`src/ebra_pkg.sv`:
```
// Package: constants and types for the external bus ready and hold block
package ebra_pkg;
    localparam logic [7:0] EBRA_OFF_CTRL = 8'h00;
    localparam logic [7:0] EBRA_OFF_ADDR = 8'h04;
    localparam logic [7:0] EBRA_OFF_WDATA = 8'h08;
    localparam logic [7:0] EBRA_OFF_CMD = 8'h0C;
    localparam logic [7:0] EBRA_OFF_STATUS = 8'h10;
    localparam logic [7:0] EBRA_OFF_RDATA = 8'h14;
    localparam int EBRA_CTRL_WAIT_LSB = 0;
    localparam int EBRA_CTRL_RWDLY = 4;
    localparam int EBRA_CTRL_TRI = 5;
    localparam int EBRA_CTRL_MUX = 6;
    localparam int EBRA_CMD_START = 0;
    localparam int EBRA_CMD_WRITE = 1;
    localparam logic [6:0] EBRA_CTRL_RESET = 7'h00;
    localparam int EBRA_CLK_PERIOD_NS = 20;
    localparam int EBRA_OUT_CLK_DIV = 2;
    localparam int EBRA_MUX_TRI_GAP = 2;

    typedef enum logic [1:0] {ARB_OWN, ARB_GRANTED, ARB_REGAIN} ebra_arb_st_t;
    typedef enum logic [2:0] {
        CYC_IDLE, CYC_ADDR, CYC_DLY, CYC_CMD, CYC_WAIT, CYC_RDY, CYC_MUX,
        CYC_TRI
    } ebra_cyc_st_t;
endpackage : ebra_pkg

```
`src/ebra_arb_if.sv`:
```
// Interface between the cycle engine and the hold arbiter
`timescale 1ns/1ps
interface ebra_arb_if;
    logic tick;
    logic hold_n;
    logic cyc_idle;
    logic pending;
    logic grant;
    logic drive_en;
    logic may_start;
    logic regain_req;
    modport eng (output tick, hold_n, cyc_idle, pending,
                 input grant, drive_en, may_start, regain_req);
    modport arb (input tick, hold_n, cyc_idle, pending,
                 output grant, drive_en, may_start, regain_req);
endinterface : ebra_arb_if

```
`src/ebra_top.sv`:
```
// External bus cycle engine with ready control and hold arbitration
`timescale 1ns/1ps
module ebra_top #(
    parameter int AW = 16,  // External address width
    parameter int DW = 16   // External data width
) (
    input wire logic pclk,                   // System clock, 50 MHz
    input wire logic presetn,                // Asynchronous reset, active low
    input wire logic psel,                   // APB select
    input wire logic penable,                // APB enable
    input wire logic pwrite,                 // APB write
    input wire logic [7:0] paddr,            // APB byte address
    input wire logic [31:0] pwdata,          // APB write data
    output logic [31:0] prdata,              // APB read data
    output logic pready,                     // APB ready
    output logic pslverr,                    // APB error on unmapped address
    output logic system_clock_output,        // Output clock, pclk / 2
    output logic [AW-1:0] ext_addr_o,        // External address
    output logic ext_addr_oe,                // Address drive enable
    input wire logic [DW-1:0] ext_data_i,    // External data in
    output logic [DW-1:0] ext_data_o,        // External data out
    output logic ext_data_oe,                // Data drive enable
    output logic ext_rd_n_o,                 // Read strobe, active low
    output logic ext_wr_n_o,                 // Write strobe, active low
    output logic ext_strobe_oe,              // Strobe drive enable
    output logic ext_cs_n_o,                 // Chip select, active low
    output logic ext_cs_n_oe,                // Chip select drive enable
    input wire logic ext_ready_n,            // Ready, active low
    input wire logic ext_hold_n,             // Hold request, active low
    output logic bus_hold_grant_out,         // Hold acknowledge, active high
    output logic bus_regain_request_out      // Bus request, active high
);
    import ebra_pkg::*;

    typedef struct packed {
        logic clk_out;
        ebra_cyc_st_t st;
        logic [3:0] wcnt;
        logic [6:0] ctrl;
        logic [AW-1:0] addr;
        logic [DW-1:0] wdata;
        logic [DW-1:0] rdata;
        logic pend;
        logic is_wr;
        logic done;
        logic [31:0] prdata;
    } ebra_state_t;

    ebra_state_t s_q;
    ebra_state_t s_d;
    ebra_arb_if arb_if ();

    logic tick;
    logic setup;
    logic wr_acc;
    logic mapped;
    logic strobe;
    logic in_cycle;
    logic [3:0] memory_cycle_wait_count;

    ebra_arbiter u_arb (
        .pclk(pclk),
        .presetn(presetn),
        .arb(arb_if.arb)
    );

    // Output clock rises when tick is high
    assign tick = !s_q.clk_out;
    assign memory_cycle_wait_count = s_q.ctrl[EBRA_CTRL_WAIT_LSB +: 4];
    assign setup = psel && !penable;
    assign wr_acc = psel && penable && pwrite;
    assign mapped = paddr[1:0] == 2'b00 && paddr <= EBRA_OFF_RDATA;

    assign arb_if.tick = tick;
    assign arb_if.hold_n = ext_hold_n;
    assign arb_if.cyc_idle = s_q.st == CYC_IDLE;
    assign arb_if.pending = s_q.pend;

    function automatic ebra_cyc_st_t after_end(input logic [6:0] c);
        if (c[EBRA_CTRL_MUX])
            after_end = CYC_MUX;
        else if (c[EBRA_CTRL_TRI])
            after_end = CYC_TRI;
        else
            after_end = CYC_IDLE;
    endfunction : after_end

    always_comb
    begin
        s_d = s_q;
        s_d.clk_out = !s_q.clk_out;
        if (setup)
        begin
            unique case (paddr)
                EBRA_OFF_CTRL: s_d.prdata = {25'h0, s_q.ctrl};
                EBRA_OFF_ADDR: s_d.prdata = 32'(s_q.addr);
                EBRA_OFF_WDATA: s_d.prdata = 32'(s_q.wdata);
                EBRA_OFF_STATUS: s_d.prdata = {26'h0,
                    arb_if.regain_req, arb_if.grant, s_q.done,
                    s_q.st != CYC_IDLE, s_q.is_wr, s_q.pend};
                EBRA_OFF_RDATA: s_d.prdata = 32'(s_q.rdata);
                default: s_d.prdata = 32'h00000000;
            endcase
        end
        if (wr_acc)
        begin
            if (paddr == EBRA_OFF_CTRL)
                s_d.ctrl = pwdata[6:0];
            if (paddr == EBRA_OFF_ADDR && !s_q.pend)
                s_d.addr = pwdata[AW-1:0];
            if (paddr == EBRA_OFF_WDATA && !s_q.pend)
                s_d.wdata = pwdata[DW-1:0];
            if (paddr == EBRA_OFF_CMD && !s_q.pend && pwdata[EBRA_CMD_START])
            begin
                s_d.pend = 1'b1;
                s_d.is_wr = pwdata[EBRA_CMD_WRITE];
                s_d.done = 1'b0;
            end
        end
        if (tick)
        begin
            unique case (s_q.st)
                CYC_IDLE:
                    if (s_q.pend && arb_if.may_start)
                        s_d.st = CYC_ADDR;
                CYC_ADDR:
                    // Read/write delay holds the strobe back a clock
                    s_d.st = s_q.ctrl[EBRA_CTRL_RWDLY] ? CYC_DLY : CYC_CMD;
                CYC_DLY:
                    s_d.st = CYC_CMD;
                CYC_CMD:
                begin
                    s_d.wcnt = 4'h1;
                    // Programmed wait states come before ready is sampled
                    s_d.st = (memory_cycle_wait_count == 4'h0) ? CYC_RDY : CYC_WAIT;
                end
                CYC_WAIT:
                begin
                    s_d.wcnt = s_q.wcnt + 4'h1;
                    if (s_q.wcnt == memory_cycle_wait_count)
                        s_d.st = CYC_RDY;
                end
                CYC_RDY:
                    // High ready_n stays here one more clock
                    if (!ext_ready_n)
                    begin
                        // Data taken on the strobe-ending edge
                        if (!s_q.is_wr)
                            s_d.rdata = ext_data_i;
                        s_d.pend = 1'b0;
                        s_d.done = 1'b1;
                        s_d.st = after_end(s_q.ctrl);
                    end
                CYC_MUX:
                    s_d.st = s_q.ctrl[EBRA_CTRL_TRI] ? CYC_TRI : CYC_IDLE;
                CYC_TRI:
                    s_d.st = CYC_IDLE;
            endcase
        end
    end

    always_ff @(posedge pclk or negedge presetn)
    begin
        if (!presetn)
            s_q <= '{clk_out: 1'b0, st: CYC_IDLE, ctrl: EBRA_CTRL_RESET,
                     default: '0};
        else
            s_q <= s_d;
    end

    assign in_cycle = s_q.st inside {CYC_ADDR, CYC_DLY, CYC_CMD, CYC_WAIT,
                                     CYC_RDY};
    assign strobe = s_q.st inside {CYC_CMD, CYC_WAIT, CYC_RDY};

    assign pready = 1'b1;
    assign pslverr = psel && penable && !mapped;
    assign prdata = s_q.prdata;
    assign system_clock_output = s_q.clk_out;
    assign ext_addr_o = s_q.addr;
    assign ext_addr_oe = arb_if.drive_en;
    assign ext_data_o = s_q.wdata;
    assign ext_data_oe = arb_if.drive_en && in_cycle && s_q.is_wr;
    assign ext_rd_n_o = !(strobe && !s_q.is_wr);
    assign ext_wr_n_o = !(strobe && s_q.is_wr);
    assign ext_strobe_oe = arb_if.drive_en;
    assign ext_cs_n_o = !in_cycle;
    // Released chip selects float to the pull-ups
    assign ext_cs_n_oe = arb_if.drive_en;
    assign bus_hold_grant_out = arb_if.grant;
    assign bus_regain_request_out = arb_if.regain_req;
endmodule : ebra_top

```
`src/ebra_arbiter.sv`:
```
// Hold, hold-acknowledge and bus-request arbiter
`timescale 1ns/1ps
module ebra_arbiter (
    input wire logic pclk,     // System clock
    input wire logic presetn,  // Asynchronous reset, active low
    ebra_arb_if.arb arb        // Engine side
);
    import ebra_pkg::*;

    typedef struct packed {
        ebra_arb_st_t st;
        logic drive;
    } ebra_arb_state_t;

    ebra_arb_state_t s_q;
    ebra_arb_state_t s_d;

    always_comb
    begin
        s_d = s_q;
        if (arb.tick)
        begin
            unique case (s_q.st)
                ARB_OWN:
                    // Only an idle engine is released
                    if (!arb.hold_n && arb.cyc_idle)
                    begin
                        s_d.st = ARB_GRANTED;
                        s_d.drive = 1'b0;
                    end
                ARB_GRANTED:
                    // Regain follows hold going high only
                    if (arb.hold_n)
                        s_d.st = ARB_REGAIN;
                ARB_REGAIN:
                begin
                    s_d.st = ARB_OWN;
                    s_d.drive = 1'b1;  // Drive again one clock after grant drops
                end
            endcase
        end
    end

    always_ff @(posedge pclk or negedge presetn)
    begin
        if (!presetn)
            s_q <= '{st: ARB_OWN, drive: 1'b1};
        else
            s_q <= s_d;
    end

    assign arb.grant = (s_q.st == ARB_GRANTED);
    assign arb.drive_en = s_q.drive;
    assign arb.may_start = (s_q.st == ARB_OWN) && arb.hold_n && arb.tick;
    assign arb.regain_req = (s_q.st == ARB_GRANTED) && arb.pending;
endmodule : ebra_arbiter

```
`config.mk`:
```
export PLATFORM = sky130hd
export DESIGN_NAME = ebra_top
export DESIGN_NICKNAME = d
export VERILOG_FILES = /design/src/ebra_pkg.sv /design/src/ebra_arb_if.sv /design/src/ebra_top.sv /design/src/ebra_arbiter.sv
export SDC_FILE = /design/constraint.sdc
export NUM_CORES = 1
export LEC_CHECK = 0
export BUFFER_PORTS_ARGS = -buffer_cell sky130_fd_sc_hd__buf_2
export CAP_MARGIN = 10
export CORE_ASPECT_RATIO = 1.4
export CORE_MARGIN = 2
export CORE_UTILIZATION = 47
export CTS_CLUSTER_DIAMETER = 50
export CTS_CLUSTER_SIZE = 25
export DETAILED_ROUTE_END_ITERATION = 10
export GPL_TIMING_DRIVEN = 0
export PLACE_DENSITY_LB_ADDON = 0.2
export SLEW_MARGIN = 20
export SYNTH_ARGS = -nofsm -noshare
export SYNTH_HDL_FRONTEND = slang
export SYNTH_SLANG_ARGS = --single-unit
```
`constraint.sdc`:
```
create_clock -name pclk -period 1.8 [get_ports pclk]
set_input_delay 0.09 -clock pclk [delete_from_list [all_inputs] [get_ports pclk]]
set_output_delay 0.09 -clock pclk [all_outputs]
set_load 0.01 [all_outputs]
```
==> results.txt, run 1 <==
Status: finished with violations
Violated checks: negative setup slack
Initial antenna violation count: 0
Clock power frac: 34.4%
Worst setup path start: s_q[95]$_DFFE_PN0P_
Min cycle time layout: 1.80 ns
CP Capture Type: flip-flop
Ports: 139
Power Dens Cells: 946 mW/mm^2
FFs w/ async S/R, synth: 100%
Most frequent cells after synthesis: dfrtp_1 (84), buf_4 (70), mux2_2 (47)
# setup viols final: 1
Total CTS buffers: 9
Leak: 0.00308 uW
Post-route setup slack: -0.00215 ns
Mapped cell area: 0.00457 mm^2
Vias in the first global route: 3,648
Reg-to-reg endpoint: u_arb.s_q[2]$_DFFE_PN0P_
Area of the core: 0.00946 mm^2
Top cells by area, synth: dfrtp_1 (46%), mux2_2 (12%), buf_4 (12%)
Area Growth Syn to Fin: 31.8%
R2R depth: 4
Largest net degree at the start of global routing: 54
Final Slew Violations: 0
Std cell rows: 42
Clock Skews: 0.00451 ns
Clk_lat worst skew: 0.34 ns
Area share of the largest cell type after synthesis: 46.0%
Post-synth EDFFs: 0
Critical path startpoint category: flip-flop
Hold path cells: 2
Reg-to-reg critical path startpoint: s_q[95]$_DFFE_PN0P_
Most used DFF post-synth: dfrtp_1
Initial Util: 48.3%
Final HPWL DP: 8410 um
Final #Nets: 642
GP Congestion: 0.911
Worst slew pin tran: 0.713 ns
CTS tree: yes
Cells after DPL: 641
Max_cap viols: 0
Most frequent cell after synthesis: dfrtp_1
Worst EP required: 2.02 ns
Syn avg cell area: 11.1 um^2
Post-synth top area cell: dfrtp_1
Setup CP Type: reg -> reg
Die Area: 0.0105 mm^2
Crit Path Max Fanout: 4
Cell Count, Final, Fillers Out: 689
Flop pwr share: 42.1%
Switching share of power: 27.8%
Final wirelength: 11,600 um
Combinational group share of total power: 23.5%
Fmax: 0.555 GHz
Hold Worst Slack: 0.00337 ns
Final worst path period share: 100%
Hold Crit Class: in -> reg
Clock transition at the registers of the reported paths: 0.06 ns
Share of cells above drive strength 1: 46.5%
Via/cell ratio: 5.26
DIE HEIGHT: 121 um
RSZ-0062 raised after global routing: true
Relative slew slack: 52.1%
Tot GR Track Use: 22.5%
DRC: 0
Final Hold Viols: 0
Antenna Cells: 0
Crit path DAT: 2.03 ns
Port Buffers: 104
Worst IR Drop VDD: 0.610 mV
Sink Count: 85
Seq/Total Area, Yosys: 46.6%
Via count: 3,624
Global-route wire length before repair: 18,100 um
First-pass DRT Iterations: 4
Synth warn: 0
CP endpoint: u_arb.s_q[2]$_DFFE_PN0P_
Max clock buf depth: 2
Gr ovfl total: 0
Switching power: 1580 uW
Reg2reg setup slack: -0.002 ns
Initial DRC Count: 156
Antenna Nets Post-Route: 0
Die Width: 87.3 um
Root Buffer Master: clkbuf_16
P_int: 4120 uW
Synth unique cells: 57
Htree depth: 3
Gate count of the mapped netlist: 411
WL/cell: 16.9 um
Yosys reg bits: 85
area by class of cell:
class / instances / area, um^2
clock buffer: 14 / 284
timing repair buffer: 137 / 846
sequential: 85 / 2130
buffer: 83 / 603
multi-input combinational: 249 / 1950
tap: 110 / 138
clock inverter: 2 / 38.8
fill: 779 / 3440
inverter: 9 / 33.8
power by group through the flow:
stage	Combinational [uW]	Sequential, uW	Clock (uW)
CTS	1270	2400	1990
floorplan	796	2370	0
global placement	1130	2430	0
finish	1340	2400	1960
detailed placement	1170	2450	0
global route	1480	2440	2060
worst min-delay path by stage:
stage	start	endpoint
after floorplan	presetn	arb_if.pending$_DFF_PN0_
after global placement	pwdata[9]	ext_addr_o[9]$_DFFE_PN0P_
after detailed placement	presetn	ext_data_o[9]$_DFFE_PN0P_
after CTS	pwdata[11]	ext_addr_o[11]$_DFFE_PN0P_
after global routing	pwdata[10]	ext_addr_o[10]$_DFFE_PN0P_
final	pwdata[13]	ext_addr_o[13]$_DFFE_PN0P_
sequential cells by signal, indices dropped and copies added (netlist names):
register	cells
s_q	28
ext_addr_o	16
ext_data_o	16
prdata	16
memory_cycle_wait_count	4
u_arb.s_q	2
arb_if.pending	1
system_clock_output	1
u_arb.arb.drive_en	1
critical path, stage by stage, from the launching register on:
cell      delay (ns)
dfrtp_2         0.44
or4_1           0.53
a21oi_2         0.18
a21boi_4        0.20
mux2_2          0.34
through the flow:
step                total power [uW]   TNS, ns  utilization [%]  setup WS, ns  instance area [um^2]
finish                          5700  -0.00215             63.7      -0.00215                  6020
global route                    5980    -0.706             63.7       -0.0640                  6020
CTS                             5660         0             62.8       0.00390                  5940
detailed placement              3610    -13.94             56.4        -0.407                  5330
global placement                3570    -19.18             56.1        -0.389                  5310
floorplan                       3170    -0.333                -       -0.0333                  4650
timing repair:
item                                   CTS  global route
buffers inserted                         6             4
setup endpoints to repair               30            18
endpoints found under the hold margin   73             1
gates resized for setup                  7            13
hold buffers                            21             1
pin swaps                                4             2
cell families (layout without fill, tap and decap cells):
family	after synthesis	after routing	synth area share, %
adders and majority gates	5	5	1.37
AOI/OAI and AO/OA	86	86	13.4
other	2	17	0.164
and+or+nand+nor	78	78	9.64
buffers and inverters	92	245	13.6
DFF	85	85	46.6
muxes	59	59	14.5
xor gates and xnor gates	4	4	0.767
layout by cell type (no fill, tap or decap), types with 2 or more instances in the layout:
cell type / count
clkbuf_8: 4
nor2_4: 2
nand2_1: 21
a22o_1: 5
dfrtp_1: 83
buf_6: 4
ha_1: 5
o21ai_0: 15
mux2_2: 39
a221oi_1: 5
clkbuf_1: 7
and3_1: 2
nor3_1: 2
mux2_4: 8
clkbuf_2: 2
a21oi_1: 13
buf_4: 78
nand3_1: 6
clkbuf_16: 9
a311oi_1: 2
a2bb2oi_1: 9
mux2i_1: 2
a211oi_1: 3
xnor2_1: 4
buf_2: 106
mux2_1: 10
nor4_1: 5
conb_1: 17
dlygate4sd3_1: 22
nor2b_1: 6
and2_1: 3
o31ai_1: 2
a22oi_1: 15
nor2_1: 15
nand2b_1: 5
inv_1: 9
routing by layer:
metal  GRT usage (%)  vias to the layer above  routed length, um
li1                -                     1722                  -
met3            4.64                       25                506
met1            25.6                     1774               4580
met5               0                        -                  0
met2            39.5                      103               6230
met4            10.3                        0                326
(Power assumes the default switching activity.)
==> run 2, diff against run 1 <==
TNS_END_PERCENT = 1   (was default)
==> run 2 against run 1 <==
Compared with the run above:
- the flow still finishes with violations (negative setup slack)
- utilization is the same
- register-to-register slack worse by 0.02 ns
- hold slack got worse by 0.0012 ns
- power increased by 0.50%
- non-clock buffer count down 1
- critical endpoint unchanged
- sequential share of layout area unchanged
- combinational power about the same
- flip-flop and latch count did not move
==> results.txt, run 2 (same netlist as run 1, synthesis figures left out) <==
Std cell rows: 42 (unchanged)
Critical path startpoint category: flip-flop
Fin Setup TNS: -0.0243 ns (-0.0222 ns)
CP Depth: 4 (unchanged)
Final #Nets: 641 (-0.16%)
Area Growth Syn to Fin: 31.8% (unchanged)
Most frequent cells in the layout: buf_2 (106), dfrtp_1 (83), buf_4 (78)
Reg-to-reg critical path startpoint: s_q[95]$_DFFE_PN0P_
Reg with most FFs: s_q
Clock Skews: 0.00418 ns (-0.000330 ns)
Worst slew pin tran: 0.711 ns (-0.00249 ns)
WL/cell: 16.9 um (+0.10%)
Crit Path Max Fanout: 5 (+1)
CP endpoint: u_arb.s_q[2]$_DFFE_PN0P_
Min cycle time layout: 1.82 ns (+0.0222 ns)
Worst IR Drop VDD: 0.612 mV (+0.41%)
Initial DRC Count: 122 (-22%)
Crit path DAT: 2.05 ns (+0.02 ns)
Final Hold Viols: 0 (unchanged)
Max_cap viols: 0 (unchanged)
CP Capture Type: flip-flop
Clock transition at the registers of the reported paths: 0.06 ns (about the same)
Leak: 0.00308 uW (about the same)
# setup viols final: 1 (unchanged)
Crit-path max cell delay: 0.52 ns (about the same)
Vias in the first global route: 3,616 (-0.88%)
Largest net degree at the start of global routing: 54 (unchanged)
DIE HEIGHT: 121 um (unchanged)
Hold Crit Class: in -> reg
Status: finished with violations
Sink Count: 85 (unchanged)
RSZ-0062 raised after global routing: true
CP delay by family, top: simple AND/OR/NAND/NOR gates
Violated checks: negative setup slack
CTS tree: yes
Gr ovfl total: 0 (unchanged)
Clk_lat worst skew: 0.34 ns (about the same)
Max clock buf depth: 2 (unchanged)
Final wirelength: 11,600 um (about the same)
Worst setup path start: s_q[95]$_DFFE_PN0P_
GP Congestion: 0.911 (unchanged)
HP Start: pwdata[13]
Via count: 3,590 (-0.94%)
Post-layout util: 63.7% (unchanged)
Initial Util: 48.3% (unchanged)
DRC: 0 (unchanged)
Die Area: 0.0105 mm^2 (unchanged)
Total Power: 5730 uW (+0.50%)
Reg2reg setup slack: -0.02 ns (-0.02 ns)
Total CTS buffers: 9 (unchanged)
Global-route wire length before repair: 17,900 um (-1.1%)
Htree depth: 3 (unchanged)
Max FFs per register: 28 (unchanged)
Tot GR Track Use: 22.2% (-0.24 points)
Ports: 139 (unchanged)
Post-route setup slack: -0.0243 ns (-0.0222 ns)
Relative slew slack: 52.6% (+0.56 points)
Share of cells above drive strength 1: 46.5% (+0.080 points)
Die Width: 87.3 um (unchanged)
Final HPWL DP: 8410 um (unchanged)
Fmax: 0.548 GHz (-1.2%)
Cells along the critical path: or4_4 > a21oi_2 > a21boi_4 > mux2_2
CP max stage cell: or4_4
CP Buf/Inv Count: 0 (unchanged)
Final worst path period share: 101% (+1.2 points)
Setup CP Type: reg -> reg
Most common cell after layout, fill and taps aside: buf_2
Layout fillers: 773 (-0.77%)
Worst EP required: 2.03 ns (about the same)
R2R depth: 4 (unchanged)
Final Slew Violations: 0 (unchanged)
Antenna Nets Post-Route: 0 (unchanged)
Antenna Cells: 0 (unchanged)
First-pass DRT Iterations: 5 (+1)
Area of the core: 0.00946 mm^2 (unchanged)
Initial antenna violation count: 0 (unchanged)
Port Buffers: 104 (unchanged)
Root Buffer Master: clkbuf_16
Via/cell ratio: 5.22 (-0.79%)
Power Dens Cells: 951 mW/mm^2 (+0.50%)
Reg-to-reg endpoint: u_arb.s_q[2]$_DFFE_PN0P_
==> run 2: cell type report <==
class	instances	area [um^2]	area share, %
sequential	85	2130	35.4
multi-input combinational	249	1960	32.5
timing repair buffer	136	835	13.9
buffer	83	607	10.1
clock buffer	14	284	4.72
tap	110	138	2.29
clock inverter	2	38.8	0.644
inverter	9	33.8	0.561
==> run 2: metal layers <==
metal	vias up	GRT usage [%]	wire length [um]
met5	-	0	0
met2	100	39.0	6140
met4	0	10.3	330
met1	1750	25.4	4690
met3	24	4.64	468
li1	1716	-	-
==> run 2: what timing repair did <==
item	in CTS	in global routing
endpoints found under the hold margin	73	1
hold buffers	21	1
pin swaps	3	3
cloned	0	0
setup endpoints to repair	30	28
buffers inserted	1	8
resized for setup	8	14
==> run 2: how the worst min path moves through the flow <==
| stage | endpoint | cells past startpoint |
|---|---|---|
| final | ext_addr_o[13]$_DFFE_PN0P_ | 2 |
| after global routing | ext_addr_o[10]$_DFFE_PN0P_ | 2 |
| after CTS | ext_addr_o[11]$_DFFE_PN0P_ | 2 |
| after detailed placement | ext_data_o[9]$_DFFE_PN0P_ | 1 |
| after global placement | ext_addr_o[9]$_DFFE_PN0P_ | 2 |
| after floorplan | arb_if.pending$_DFF_PN0_ | 0 |
==> run 2: stage by stage <==
step	instances	instance area [um^2]	setup WS, ns	hold WS (ns)
finish	688	6020	-0.0243	0.00220
CTS	679	5910	-0.151	0.0000487
global placement	640	5310	-0.389	0.324
floorplan	426	4650	-0.0333	-0.206
global route	688	6020	-0.0998	0.0126
detailed placement	641	5330	-0.407	0.189
==> run 2: power breakdown <==
| group | total [uW] | internal, uW | switching, uW |
|---|---|---|---|
| clock | 1970 | 1230 | 738 |
| combinational | 1360 | 707 | 650 |
| sequential | 2400 | 2200 | 209 |
| total | 5730 | 4130 | 1600 |
==> run 2: worst reg2reg max path, cell delays in order (launching register included) <==
cell      delay [ns]
dfrtp_2         0.44
or4_4           0.52
a21oi_2         0.19
a21boi_4        0.21
mux2_2          0.35
==> run 3, diff against run 2 <==
CORE_UTILIZATION = 53   (was 47)
SETUP_SLACK_MARGIN = 0.1   (was default)
clock period = 2.2 ns   (was 1.8 ns; I/O delays follow)
==> run 3 against run 2 <==
Compared with the run above:
- the run now ends clean
- register-to-register slack improved by 0.22 ns
- power decreased by 25%
- count of clock-buffer cells in the layout fell by 1
- largest cell class unchanged
==> results.txt, run 3 (same netlist as run 1, synthesis figures left out) <==
Layout fillers: 688 (-11%)
Critical path startpoint category: flip-flop
Global-route wire length before repair: 17,500 um (-2.6%)
Min cycle time layout: 2.01 ns (+0.182 ns)
CP Capture Type: flip-flop
# setup viols final: 0 (-1)
Gr ovfl total: 0 (unchanged)
Clock transition at the registers of the reported paths: 0.06 ns (about the same)
Max_cap viols: 0 (unchanged)
Std cell rows: 40 (-4.8%)
CP max stage cell: or4_1
Root Buffer Master: clkbuf_16
Die Area: 0.00939 mm^2 (-11%)
Tot GR Track Use: 25.1% (+2.8 points)
Max clock buf depth: 2 (unchanged)
Die Width: 82.5 um (-5.6%)
RSZ-0062 raised after global routing: false
Via count: 3,491 (-2.8%)
Final wirelength: 11,100 um (-4.5%)
Cell Count, Final, Fillers Out: 657 (-4.5%)
Leak: 0.00291 uW (-5.6%)
Worst IR Drop VDD: 0.602 mV (-1.6%)
WL/cell: 16.9 um (about the same)
Crit Path Max Fanout: 7 (+2)
Final HPWL DP: 8400 um (-0.12%)
Crit-path max cell delay: 0.53 ns (about the same)
Worst slew pin tran: 0.757 ns (+0.0460 ns)
Initial antenna violation count: 0 (unchanged)
Crit path DAT: 2.23 ns (+0.18 ns)
Power Dens Cells: 763 mW/mm^2 (-20%)
Post-route setup slack: 0.194 ns (+0.218 ns)
FF/Latch Area: 0.00213 mm^2 (about the same)
Htree depth: 3 (unchanged)
Reg with most FFs: s_q
Fin Setup TNS: 0 ns (+0.0243 ns)
Final worst path period share: 91.2% (-10 points)
Clk_lat worst skew: 0.34 ns (about the same)
DP Worst Slack: -0.242 ns (+0.165 ns)
Vias in the first global route: 3,479 (-3.8%)
Via/cell ratio: 5.31 (+1.8%)
Fmax: 0.499 GHz (-9.1%)
Setup CP Type: reg -> reg
Initial Util: 54.0% (+5.7 points)
First-pass DRT Iterations: 5 (unchanged)
Area Growth Syn to Fin: 23.9%
Final Slew Violations: 0 (unchanged)
Cells after DPL: 636 (-0.78%)
Final Hold Viols: 0 (unchanged)
Clock Skews: 0.00440 ns (+0.000220 ns)
Status: finished clean
DIE HEIGHT: 114 um (-5.6%)
Initial DRC Count: 150 (+23%)
Most common cell after layout, fill and taps aside: buf_2
Finished Cell Area: 0.00566 mm^2 (-6.0%)
DRC: 0 (unchanged)
Ports: 139 (unchanged)
CTS tree: yes
DP Area: 0.00530 mm^2 (-0.59%)
Most frequent cells in the layout: buf_2 (107), dfrtp_1 (84), buf_4 (72)
Share of cells above drive strength 1: 45.5% (-1.1 points)
Relative slew slack: 49.1% (-3.5 points)
Antenna Nets Post-Route: 0 (unchanged)
Final #Nets: 617 (-3.7%)
Antenna Cells: 0 (unchanged)
Max FFs per register: 28 (unchanged)
Sink Count: 85 (unchanged)
Cells along the critical path: or4_1 > a21oi_1 > a21boi_1 > mux2_2
Largest net degree at the start of global routing: 44 (-19%)
Port Buffers: 104 (unchanged)
Worst EP required: 2.42 ns (+0.39 ns)
Total CTS buffers: 9 (unchanged)
Area of the core: 0.00846 mm^2 (-11%)
Hold Crit Class: in -> reg
Area of the multi-input gates: 0.00190 mm^2 (-2.8%)
GP Congestion: 0.871 (-4.3%)
## run 3: cell types whose count changed in the layout (fill, tap and decap cells not counted), moves of 3 or more
cell / previous run / this run
dlygate4sd3_1: 22 / 6
mux2_2: 38 / 47
clkbuf_1: 7 / 10
buf_4: 78 / 72
mux2_4: 9 / 0
## run 3: timing repair
| action | CTS | global route |
|---|---|---|
| buffers inserted | 1 | 0 |
| setup endpoints to repair | 16 | 1 |
| resized for setup | 2 | 1 |
| pin swaps | 1 | 0 |
| hold endpoints to repair | 46 | 0 |
| hold buffers | 6 | 0 |
## run 3: through the flow
stage	power, uW	hold slack [ns]	util (%)
floorplan	2580	-0.186	-
global placement	2910	0.342	62.4
detailed placement	2960	0.145	62.7
CTS	4360	0.000143	66.8
global route	4550	0.00198	66.9
finish	4320	0.00843	66.9
## run 3: path summary, 6_finish.rpt
check | from | to | slack (ns) | cells after the start
setup / recovery | s_q[95]$_DFFE_PN0P_ | u_arb.s_q[2]$_DFFE_PN0P_ | 0.19 | 4
hold reg to reg | prdata[7]$_DFFE_PN0P_ | prdata[7]$_DFFE_PN0P_ | 0.48 | 2
max in group asynchronous | presetn | ext_addr_o[2]$_DFFE_PN0P_ | 1.23 | 3
hold / removal | ext_data_i[1] | s_q[36]$_DFFE_PN0P_ | 0.008 | 2
setup reg to reg | s_q[95]$_DFFE_PN0P_ | u_arb.s_q[2]$_DFFE_PN0P_ | 0.19 | 4
min in group asynchronous | presetn | ext_data_o[11]$_DFFE_PN0P_ | 0.34 | 2
## run 3: critical path, delay by kind of cell (launching register included)
family             cells  cell delay, ns
and+or+nand+nor        1            0.53
AOI/OAI and AO/OA      2            0.53
DFF                    1            0.47
muxes                  1            0.36
## run 3: layout make-up
cell class	count	share of cell area, %
Clock buffer	13	4.60
Inverter	9	0.597
Clock inverter	1	0.133
Tap cell	105	2.32
Timing Repair Buffer	112	10.8
Buffer	83	10.4
Sequential cell	85	37.6
Multi-Input combinational cell	249	33.6
## run 3: where the power goes
part	switching, uW	internal (uW)	leakage [uW]
combinational	502	468	0.00166
clock	565	814	0.000128
sequential	174	1800	0.00113
## run 3: per-layer routing
layer  vias to the layer above  GRT usage [%]  part of all wire, %
li1                       1667              -                    -
met1                      1707           29.2                   39
met2                       106           44.6                   55
met3                        11           4.11                  4.4
met4                         0           10.1                  1.9
met5                         -              0                    0
